===== config.mk =====
export PLATFORM = sky130hd
export DESIGN_NAME = pll_synth_config_port
export DESIGN_NICKNAME = d
export VERILOG_FILES = /design/src/hw/pll_cfg_pkg.sv /design/src/hw/pin_sync.sv /design/src/hw/pll_synth_config_port.sv /design/src/hw/synth_divider.sv
export SDC_FILE = /design/constraint.sdc
export NUM_CORES = 1
export LEC_CHECK = 0
export ABC_CLOCK_PERIOD_IN_PS = 2890
export BUFFER_PORTS_ARGS = -buffer_cell sky130_fd_sc_hd__buf_2
export CAP_MARGIN = 0
export CELL_PAD_IN_SITES_DETAIL_PLACEMENT = 0
export CELL_PAD_IN_SITES_GLOBAL_PLACEMENT = 1
export CORE_UTILIZATION = 44
export DETAILED_ROUTE_END_ITERATION = 6
export GPL_TIMING_DRIVEN = 0
export PLACE_DENSITY = 0.82
export SLEW_MARGIN = 30
export SYNTH_ARGS = -nofsm -noshare
export SYNTH_HDL_FRONTEND = slang
export SYNTH_SLANG_ARGS = --single-unit

===== constraint.sdc =====
create_clock -name core_clk -period 2.89 [get_ports core_clk]
set_input_delay 0.1445 -clock core_clk [delete_from_list [all_inputs] [get_ports core_clk]]
set_output_delay 0.1445 -clock core_clk [all_outputs]
set_load 0.005 [all_outputs]

===== src/hw/pll_cfg_pkg.sv =====
// shared constants for the pll synthesizer configuration port
// ============================================================
package pll_cfg_pkg;
    // ========================================
    // serial frame layout
    localparam int SHIFT_W = 14;
    localparam int POS_M   = 0;
    localparam int POS_N   = 9;
    localparam int POS_T   = 11;
    // ========================================
    // reset values
    localparam logic [8:0]  RST_LOOP   = 9'h1ff;
    localparam logic [1:0]  RST_OUTDIV = 2'h3;
    localparam logic [2:0]  RST_PROBE  = 3'h0;
    localparam logic [1:0]  RST_CTRL   = 2'h1;
    localparam logic [4:0]  RST_PULLDN = 5'h00;
    localparam logic [13:0] RST_PULLUP = 14'h3fff;
    // ========================================
    // apb map
    localparam logic [7:0] OFF_CONFIG = 8'h00;
    localparam logic [7:0] OFF_PINS   = 8'h04;
    localparam logic [7:0] OFF_CTRL   = 8'h08;
    localparam logic [7:0] OFF_SHIFT  = 8'h0c;
    localparam int CTRL_PROBE_EN = 0;
    localparam int CTRL_PAR_DIS  = 1;
    // ========================================
    // probe selections
    localparam logic [2:0] PROBE_REF   = 3'h0;
    localparam logic [2:0] PROBE_FB    = 3'h1;
    localparam logic [2:0] PROBE_SYNTH = 3'h2;
    localparam logic [2:0] PROBE_SHIFT = 3'h3;
    localparam logic [2:0] PROBE_VCO   = 3'h4;
    // vco half-cycles per output half-cycle, less one
    function automatic logic [2:0] divLimit(input logic [1:0] code);
        case (code)
            2'h0:    divLimit = 3'h1;
            2'h1:    divLimit = 3'h3;
            2'h2:    divLimit = 3'h7;
            default: divLimit = 3'h0;
        endcase
    endfunction : divLimit
endpackage : pll_cfg_pkg


===== src/hw/pin_sync.sv =====
// three-stage pin synchroniser with agreement filter
`timescale 1ns/1ps
module pin_sync #(
    parameter int           W   = 1,
    parameter logic [W-1:0] RST = '0
) (
    // clock and reset
    input  wire logic         core_clk,
    input  wire logic         rst_n,
    // pins
    input  wire logic [W-1:0] pinIn,
    output logic [W-1:0]      pinOut
);
    if (W < 1) begin : g_bad_width
        $error("pin_sync needs at least one bit");
    end

    typedef struct packed {
        logic [W-1:0] s1;
        logic [W-1:0] s2;
        logic [W-1:0] s3;
        logic [W-1:0] held;
    } sync_s;

    sync_s q;
    sync_s d;
    logic [W-1:0] agree;

    // s1 is read by s2 alone; the filter looks only at s2 and s3
    always_comb begin
        agree = ~(q.s2 ^ q.s3);
        d = q;
        d.s1 = pinIn;
        d.s2 = q.s1;
        d.s3 = q.s2;
        d.held = (q.held & ~agree) | (q.s3 & agree);
    end

    always_ff @(posedge core_clk or negedge rst_n) begin
        if (!rst_n) begin
            q <= {RST, RST, RST, RST};
        end else begin
            q <= d;
        end
    end

    assign pinOut = q.held;
endmodule : pin_sync


===== src/hw/pll_synth_config_port.sv =====
// configuration logic of the pll synthesizer with apb status access
//
// Our own choices: the address map and the APB register port.
`timescale 1ns/1ps
module pll_synth_config_port (
    // clock and reset
    input  wire logic        core_clk,
    input  wire logic        rst_n,
    // apb slave
    input  wire logic        psel,
    input  wire logic        penable,
    input  wire logic        pwrite,
    input  wire logic [7:0]  paddr,
    input  wire logic [31:0] pwdata,
    output logic             pready,
    output logic [31:0]      prdata,
    output logic             pslverr,
    // serial configuration pins
    input  wire logic        sLoad,
    input  wire logic        sData,
    input  wire logic        sClock,
    // parallel configuration pins
    input  wire logic        pLoadN,
    input  wire logic [8:0]  loopDivIn,
    input  wire logic [1:0]  outDivIn,
    // output and reference control pins
    input  wire logic        outputGate,
    input  wire logic        ref_source_select,
    input  wire logic        crystalRef,
    input  wire logic        external_ref_in,
    // vco transitions, one pulse per vco half-cycle
    input  wire logic        vcoEdge,
    // outputs
    output logic             synth_clock_out,
    output logic             pllRefOut,
    output logic [8:0]       loopDivider,
    output logic [1:0]       outDivSelect,
    output logic             probeOut
);
    // ============================================================
    // state
    typedef struct packed {
        logic [pll_cfg_pkg::SHIFT_W-1:0] shiftReg;
        logic [8:0]                      loopDiv;
        logic [1:0]                      outDiv;
        logic [2:0]                      probeSel;
        logic [1:0]                      ctrl;
        logic                            sClkSeen;
        logic [8:0]                      fbCnt;
        logic                            fbOut;
        logic                            vcoPhase;
        logic                            refOut;
        logic                            probe;
        logic [31:0]                     rdata;
        logic                            slvErr;
    } port_s;

    port_s q;
    port_s d;

    // ============================================================
    // pin synchronisers
    logic [4:0]  lowPins;
    logic [13:0] highPins;
    logic        sLoadS;
    logic        sDataS;
    logic        sClkS;
    logic        xtalS;
    logic        extS;
    logic        pLoadNS;
    logic [8:0]  mS;
    logic [1:0]  nS;
    logic        gateS;
    logic        refSelS;
    logic        synthOut;

    // open pins settle to their pull level straight out of reset
    pin_sync #(
        .W   (5),
        .RST (pll_cfg_pkg::RST_PULLDN)
    ) u_sync_low (
        .core_clk (core_clk),
        .rst_n    (rst_n),
        .pinIn    ({external_ref_in, crystalRef, sClock, sData, sLoad}),
        .pinOut   (lowPins)
    );

    pin_sync #(
        .W   (14),
        .RST (pll_cfg_pkg::RST_PULLUP)
    ) u_sync_high (
        .core_clk (core_clk),
        .rst_n    (rst_n),
        .pinIn    ({ref_source_select, outputGate, outDivIn, loopDivIn, pLoadN}),
        .pinOut   (highPins)
    );

    assign sLoadS  = lowPins[0];
    assign sDataS  = lowPins[1];
    assign sClkS   = lowPins[2];
    assign xtalS   = lowPins[3];
    assign extS    = lowPins[4];
    assign pLoadNS = highPins[0];
    assign mS      = highPins[9:1];
    assign nS      = highPins[11:10];
    assign gateS   = highPins[12];
    assign refSelS = highPins[13];

    // ============================================================
    // next state
    logic [8:0] fbLimit;
    logic       apbSetup;
    logic       apbWrite;

    always_comb begin
        d = q;
        fbLimit = (q.loopDiv == 9'h000) ? 9'h000 : q.loopDiv - 9'h001;
        apbSetup = psel && !penable;
        apbWrite = psel && penable && pwrite;

        // serial shift register, first bit ends at the top of the frame
        d.sClkSeen = sClkS;
        if (sClkS && !q.sClkSeen) begin
            d.shiftReg = {q.shiftReg[pll_cfg_pkg::SHIFT_W-2:0], sDataS};
        end

        // parallel latches, meant for power-up; software may lock them out
        if (!pLoadNS && !q.ctrl[pll_cfg_pkg::CTRL_PAR_DIS]) begin
            d.loopDiv = mS;
            d.outDiv  = nS;
        end

        // serial latches win when both strobes are open; the hold on the
        // strobe fall relies on the controller keeping the frame steady
        if (sLoadS) begin
            d.loopDiv  = d.shiftReg[pll_cfg_pkg::POS_M +: 9];
            d.outDiv   = d.shiftReg[pll_cfg_pkg::POS_N +: 2];
            d.probeSel = d.shiftReg[pll_cfg_pkg::POS_T +: 3];
        end

        // feedback divider and vco phase for the probe
        if (vcoEdge) begin
            d.vcoPhase = !q.vcoPhase;
            if (q.fbCnt >= fbLimit) begin
                d.fbCnt = 9'h000;
                d.fbOut = !q.fbOut;
            end else begin
                d.fbCnt = q.fbCnt + 9'h001;
            end
        end

        // reference selection
        d.refOut = refSelS ? xtalS : extS;

        // probe selection
        case (q.probeSel)
            pll_cfg_pkg::PROBE_REF:   d.probe = q.refOut;
            pll_cfg_pkg::PROBE_FB:    d.probe = q.fbOut;
            pll_cfg_pkg::PROBE_SYNTH: d.probe = synthOut;
            pll_cfg_pkg::PROBE_SHIFT: d.probe = q.shiftReg[pll_cfg_pkg::SHIFT_W-1];
            pll_cfg_pkg::PROBE_VCO:   d.probe = q.vcoPhase;
            default:                  d.probe = 1'b0;
        endcase
        if (!q.ctrl[pll_cfg_pkg::CTRL_PROBE_EN]) begin
            d.probe = 1'b0;
        end

        // apb read data and error prepared in the setup cycle
        if (apbSetup) begin
            d.rdata  = 32'h0000_0000;
            d.slvErr = 1'b0;
            if (paddr == pll_cfg_pkg::OFF_CONFIG) begin
                d.slvErr = pwrite;
                d.rdata  = {18'h00000, q.probeSel, q.outDiv, q.loopDiv};
            end else if (paddr == pll_cfg_pkg::OFF_PINS) begin
                d.slvErr = pwrite;
                d.rdata  = {13'h0000, highPins, lowPins};
            end else if (paddr == pll_cfg_pkg::OFF_CTRL) begin
                d.rdata = {30'h00000000, q.ctrl};
            end else if (paddr == pll_cfg_pkg::OFF_SHIFT) begin
                d.slvErr = pwrite;
                d.rdata  = {18'h00000, q.shiftReg};
            end else begin
                d.slvErr = 1'b1;
            end
        end

        // write lands in the access cycle; pready is always high there
        if (apbWrite && paddr == pll_cfg_pkg::OFF_CTRL) begin
            d.ctrl = pwdata[1:0];
        end
    end

    // ============================================================
    // registers
    always_ff @(posedge core_clk or negedge rst_n) begin
        if (!rst_n) begin
            q          <= '0;
            q.loopDiv  <= pll_cfg_pkg::RST_LOOP;
            q.outDiv   <= pll_cfg_pkg::RST_OUTDIV;
            q.probeSel <= pll_cfg_pkg::RST_PROBE;
            q.ctrl     <= pll_cfg_pkg::RST_CTRL;
        end else begin
            q <= d;
        end
    end

    // ============================================================
    // output divider
    synth_divider u_div (
        .core_clk (core_clk),
        .rst_n    (rst_n),
        .vcoEdge  (vcoEdge),
        .divSel   (q.outDiv),
        .gateReq  (gateS),
        .clkOut   (synthOut)
    );

    assign synth_clock_out = synthOut;
    assign pllRefOut       = q.refOut;
    assign loopDivider     = q.loopDiv;
    assign outDivSelect    = q.outDiv;
    assign probeOut        = q.probe;
    assign pready          = penable;
    assign prdata          = q.rdata;
    assign pslverr         = q.slvErr;
endmodule : pll_synth_config_port


===== src/hw/synth_divider.sv =====
// output divider with glitch-free synchronous gate
`timescale 1ns/1ps
module synth_divider (
    // clock and reset
    input  wire logic       core_clk,
    input  wire logic       rst_n,
    // vco and control
    input  wire logic       vcoEdge,
    input  wire logic [1:0] divSel,
    input  wire logic       gateReq,
    // synthesized clock
    output logic            clkOut
);
    typedef struct packed {
        logic [2:0] cnt;
        logic       phase;
        logic       out;
    } div_s;

    div_s       q;
    div_s       d;
    logic [2:0] limit;

    always_comb begin
        limit = pll_cfg_pkg::divLimit(divSel);
        d = q;
        if (vcoEdge) begin
            if (q.cnt >= limit) begin
                d.cnt = 3'h0;
                d.phase = !q.phase;
                // gate sampled only at a rising point, so pulses stay whole
                d.out = !q.phase && gateReq;
            end else begin
                d.cnt = q.cnt + 3'h1;
            end
        end
    end

    always_ff @(posedge core_clk or negedge rst_n) begin
        if (!rst_n) begin
            q <= '0;
        end else begin
            q <= d;
        end
    end

    assign clkOut = q.out;
endmodule : synth_divider


# ---- Word level (Yosys, flattened, before mapping)
# Cells that the tools add are included.
dict set report classes {
  n_lt_le_gt_ge 2
  muxes 16
  bitwise_logic 12
  n_addsub 3
  eq_ne 9
  reduce_logical 21
}
# cell count
set op_table {}
lappend op_table {{$mux W33} 2}
lappend op_table {{$mux W14} 3}
lappend op_table {{$mux W32} 1}
lappend op_table {{$and A14 B14 Y14} 2}
lappend op_table {{$not A14 Y14} 2}
lappend op_table {{$mux W9} 2}
lappend op_table {{$eq A8 B4 Y1 const B} 2}
lappend op_table {{$or A14 B14 Y14} 1}
lappend op_table {{$xor A14 B14 Y14} 1}
lappend op_table {{$mux W11} 1}
lappend op_table {{$and A5 B5 Y5} 2}
lappend op_table {{$not A5 Y5} 2}
lappend op_table {{$add A9 B1 Y9 const B} 1}
lappend op_table {{$ge A9 B9 Y1} 1}
lappend op_table {{$logic_not A9 Y1} 1}
lappend op_table {{$pmux W3 S3} 1}
lappend op_table {{$sub A9 B1 Y9 const B} 1}
lappend op_table {{$eq A8 B3 Y1 const B} 1}
lappend op_table {{$logic_not A8 Y1} 1}
lappend op_table {{$logic_and A1 B1 Y1} 7}
lappend op_table {{$logic_not A1 Y1} 7}
lappend op_table {{$eq A3 B2 Y1 const B} 2}
lappend op_table {{$or A5 B5 Y5} 1}
lappend op_table {{$pmux W1 S5} 1}
lappend op_table {{other kinds (13)} 17}
dict set report totals {
  in_bits 65
  reg_bits 158
  elab_cells 87
}

# ---- Logic depth before layout (Yosys ltp)
dict set report depth {
  word_depth 5
  mapped_depth 13
  ltp_nobuf 11
}

# ---- By module
# Synthesis repeated with hierarchy kept, for this count alone.
dict set report hier_totals {
  hier_cells 506
  hier_area_um2 6271.0
}
# mod area_per_inst_um2 n_inst cells_each
set by_module_without_submodules {}
lappend by_module_without_submodules {pll_synth_config_port 3612.2 1 360}
lappend by_module_without_submodules {{pin_sync (u_sync_high)} 1734.2 1 84}
lappend by_module_without_submodules {{pin_sync (u_sync_low)} 594.3 1 30}
lappend by_module_without_submodules {synth_divider 330.3 1 32}

# ---- Least setup slack after synthesis
# No wires, ideal clock.
dict set report synth_timing {
  kind {register to register}
  startpoint {reg q, in the netlist loopDivider[0]}
  endpoint {reg q[39] (netlist name)}
  path_stages_with_launch 14
  t_arrival_ns 2.602
  setup_slack_ns 0.224
  setup_time_ns 0.064
  path_cell_list {dfstp_2 > inv_1 > ha_1 > nand4bb_1 > or4_1 > buf_2 > and2_1 > ha_1 > nor2b_1 > o21ai_0 > a211o_1 > buf_2 > nor3_1 > a21o_1}
}
dict set report synth_between {
  elab_chain_len 4
  word_cells_on_any_way 5
  cone_classes {add/sub (1); order compare (1); mux (2); reduce/logical (1)}
}
# element line
set synth_rtl {}
lappend synth_rtl {{start: declaration} pll_synth_config_port.sv:58} ;# port_s q;
lappend synth_rtl {{$sub A9 B1 Y9 / $logic_not A9 Y1 (equally long branches)} pll_synth_config_port.sv:117} ;# fbLimit = (q.loopDiv == 9'h000) ? 9'h000 : q.loopDiv - 9'h001;
lappend synth_rtl {{$mux W9 *} pll_synth_config_port.sv:117}
lappend synth_rtl {{$ge A9 B9 Y1 *} pll_synth_config_port.sv:144} ;# if (q.fbCnt >= fbLimit) begin
lappend synth_rtl {{$mux W9 *} pll_synth_config_port.sv:144}
# Every way passes the cells marked *; elsewhere a longest branch is shown, timed or not.
# A chain may end at the register's enable or synchronous reset.

# ---- Worst setup path after layout
dict set report layout_timing {
  startpoint {reg q, in the netlist loopDivider[0]}
  endpoint {reg q[38] (netlist name)}
}
# Same word-level chain as after synthesis.

==> impl_summary.log <==
INFO  metric area.growth.synth_to_final = 24.9%
INFO  metric most-common-layout-cells = 77 x sky130_fd_sc_hd__dfrtp_1, 72 x sky130_fd_sc_hd__buf_2, 68 x sky130_fd_sc_hd__dfstp_2
INFO  metric global_route.usage.total = 18.1%
INFO  metric clock_sink_count = 145
INFO  metric numCtsBuffers = 17
INFO  metric timing.critical_path.slowest_cell_delay = just under 400 ps
INFO  metric floorplan.die.width = 120 um
INFO  metric pre_cts_slack = -150 ps
INFO  metric via_per_inst = 4.91
INFO  metric initialDrtViolationCount = around 180
INFO  metric fillerInstances = between 1000 and 1500
INFO  metric cts_tree = yes
INFO  metric starting_density_of_the_core = 45.6%
INFO  metric ys_dominant_reg_cell = sky130_fd_sc_hd__dfrtp_1
INFO  metric top_level_ports = 113
INFO  metric share_of_layout_cells_above_drive_strength_1 = 41.7%
INFO  metric hold_viol_final = 0
INFO  metric syn-instance-count = 471
INFO  metric synth-edff-count = 0
INFO  metric met2_usage = 27.8%
INFO  metric worstSkewPairLatency = 420 ps
INFO  metric yosys_warnings = 0
INFO  metric period_needed = 2710 ps
INFO  metric grt_start_max_net_pins = 86
INFO  metric synth-seq-area-share = 61.1%
INFO  metric critPathKind = flip-flop to flip-flop
INFO  metric worst_slew_margin_rel = 50.8%
INFO  metric grt_pass1_vias = 3843
INFO  metric drt_wl_total = ~12 mm
INFO  metric endpoint_kind = flip-flop
INFO  metric dpl.hpwl = 8.23 mm
INFO  metric status = finished clean
INFO  metric ctsLongestPathBuffers = 2
INFO  metric seq_cells_post_synth = 145
INFO  metric multiInputGateArea = 2020 sq um
INFO  metric drt-wirelength-per-cell = roughly 15 um
INFO  metric via_count = slightly below 4000
INFO  metric place_inst = between 700 and 800
INFO  metric finalWeightedCongestion = just over 0.8
INFO  metric layer_with_the_highest_usage = met2
INFO  metric antennaDiodeCount = 0
INFO  metric worst_slew_pin_slew = 732 ps
INFO  metric die_y = 120 um
INFO  metric min_path_type = input pin to flip-flop
INFO  metric fin_cells = 785
INFO  metric final.setup_skew = 8.86 ps
INFO  metric critPathRequiredTime = 3190 ps
INFO  metric achievable-frequency = about 0.37 GHz
INFO  metric finalSetupViolCount = 0
INFO  metric p_leak = between 0.003 and 0.004 uW
INFO  metric grt_antenna_before_repair = 0
INFO  metric syn_area_per_cell = approximately 13 sq um
INFO  metric remaining_drc_errors = 0
INFO  metric mappedNetlistArea = slightly above 6000 sq um
INFO  metric power.ir.vdd_worst = 0.000469 V
INFO  metric max_cap_violations = 0
INFO  metric ctsRootBufferMaster = sky130_fd_sc_hd__clkbuf_16
INFO  metric groute.layer.met1.usage = between 20% and 30%
INFO  metric setup_ws = 179 ps
INFO  metric core_area = 13300 sq um
INFO  metric grt_remaining_overflow = 0
INFO  metric critical_path.slowest_cell = sky130_fd_sc_hd__dfstp_2
INFO  metric critPathLaunchType = flip-flop
INFO  metric drv_slew = 0
INFO  metric drt_pass1_iterations = 5
INFO  metric design.die.area = 14300 sq um
INFO  metric final_worst_path_cycle_share = 93.8%
INFO  metric timing.critical_path.cells = buf_4 -> nor3_4 -> nand2_1 -> or3_1 -> xnor2_1 -> nand2_1 -> ha_1 -> nand4_1 -> nor2_1 -> a211o_1 -> buf_6 -> nor2_1 -> mux2_2
INFO  metric gr-usage-met3 = 3.94%
INFO  metric p_per_area = between 800 and 900 nW/um^2
INFO  metric grt_setup_unrepaired = false
INFO  metric synth.lib_cells_used.distinct = 37
INFO  metric port-buffer-count = 67
INFO  metric share_of_synthesized_registers_carrying_an_async_set_or_reset = 100%
INFO  metric rows = 42
INFO  metric nNetsFinal = 678
INFO  metric critical_path.max_fanout = 5
INFO  metric clkSlewWorstSetupHoldPaths = about 60 ps
INFO  metric mostFrequentLayoutCell = sky130_fd_sc_hd__dfrtp_1
INFO  metric ant_nets = 0
INFO  metric global_route_wire_length_before_repair = 19.7 mm
INFO  metric final-seq-area = 3710 sq um
INFO  metric cts-htree-levels = 4
INFO  metric cp.arrival = ~3000 ps
-- stage by stage --
| step | TNS [ps] | instance area (sq um) | utilization [%] | hold WS (ps) | power (uW) |
|---|---|---|---|---|---|
| after floorplan | 0 | 6130 | - | -151 | 3750 |
| after global placement | -12790 | 6680 | 50.1 | 249 | 4160 |
| after detailed placement | -674 | 6720 | 50.3 | 106 | 4250 |
| after CTS | 0 | 7550 | 56.6 | 22.8 | 6400 |
| after global routing | 0 | 7600 | 56.9 | 88.8 | 6780 |
| final | 0 | 7600 | 56.9 | 37.3 | 6400 |
-- critical path, delay by kind of cell (launching register included) --
family	cells	cell delay, ps
fa+ha+maj	1	300
mux	1	250
flops	1	390
simple gates	7	970
buf+inv	2	310
xor+xnor	1	150
compound gates	1	230
-- path summary, 6_finish.rpt --
check	slack, ps	endpoint	start	cells after the start
max	180	q[38]	loopDivider[0]	13
min	40	pslverr	pwrite	3
max reg2reg	180	q[38]	loopDivider[0]	13
min reg2reg	350	u_sync_low.d[7]	u_sync_low.d[12]	0
max in group asynchronous	1860	u_sync_high.d[21]	rst_n	3
min in group asynchronous	260	asynchronous set/reset pin	rst_n	2
-- layer usage --
metal | routed length (um) | vias to the layer above
met2 | 5680 | 119
met3 | 596 | 26
li1 | - | 1821
met5 | 0 | -
met4 | 358 | 0
met1 | 5290 | 1887
-- cell type report --
| cell class | count | share of cell area (%) |
|---|---|---|
| Buffer | 61 | 5.39 |
| Multi-Input combinational cell | 264 | 26.6 |
| Sequential cell | 145 | 48.9 |
| Tap cell | 176 | 2.90 |
| Clock inverter | 8 | 0.675 |
| Inverter | 12 | 0.593 |
| Clock buffer | 24 | 6.64 |
| Timing Repair Buffer | 95 | 8.30 |
-- what timing repair did --
action | in CTS | in global routing
hold endpoints to repair | 81 | 0
setup buffers | 3 | 1
hold buffers | 22 | 0
cloned | 1 | 0
gates resized for setup | 11 | 6
setup endpoints to repair | 10 | 10
pin swaps | 5 | 6
-- power breakdown --
group,switching (uW),internal [uW],total (uW)
sequential,366,2450,2820
combinational,735,828,1560
clock,801,1220,2020
-- cells by family (layout without fill, tap and decap cells) --
| family | Yosys count | count (layout) | synth area share, % |
|---|---|---|---|
| flip-flops | 145 | 145 | 61.1 |
| other | 1 | 13 | 0.0617 |
| adder cells (fa/ha/maj) | 36 | 36 | 6.63 |
| multiplexers | 49 | 49 | 9.14 |
| AND/OR/NAND/NOR | 86 | 86 | 6.69 |
| AO/OA/AOI/OAI | 67 | 67 | 7.10 |
| buffers and inverters | 74 | 200 | 7.45 |
| XOR/XNOR | 13 | 13 | 1.87 |
-- Yosys cell counts (7+ instances only) --
master | number | share of area [%]
sky130_fd_sc_hd__nor2_1 | 11 | 0.68
sky130_fd_sc_hd__o21ai_0 | 30 | 2.5
sky130_fd_sc_hd__a22o_1 | 19 | 2.7
sky130_fd_sc_hd__mux2i_1 | 24 | 4.0
sky130_fd_sc_hd__nand3_1 | 7 | 0.58
sky130_fd_sc_hd__buf_2 | 8 | 0.66
sky130_fd_sc_hd__nand2_1 | 43 | 2.7
sky130_fd_sc_hd__mux2_2 | 22 | 4.1
sky130_fd_sc_hd__dfstp_2 | 68 | 29
sky130_fd_sc_hd__ha_1 | 17 | 3.5
sky130_fd_sc_hd__maj3_1 | 19 | 3.1
sky130_fd_sc_hd__clkbuf_1 | 7 | 0.43
sky130_fd_sc_hd__inv_1 | 12 | 0.74
sky130_fd_sc_hd__a21oi_1 | 9 | 0.74
sky130_fd_sc_hd__xnor2_1 | 7 | 1.0
sky130_fd_sc_hd__buf_4 | 44 | 5.4
sky130_fd_sc_hd__dfrtp_1 | 77 | 32
No activity file was read; power rests on OpenSTA's default activity.
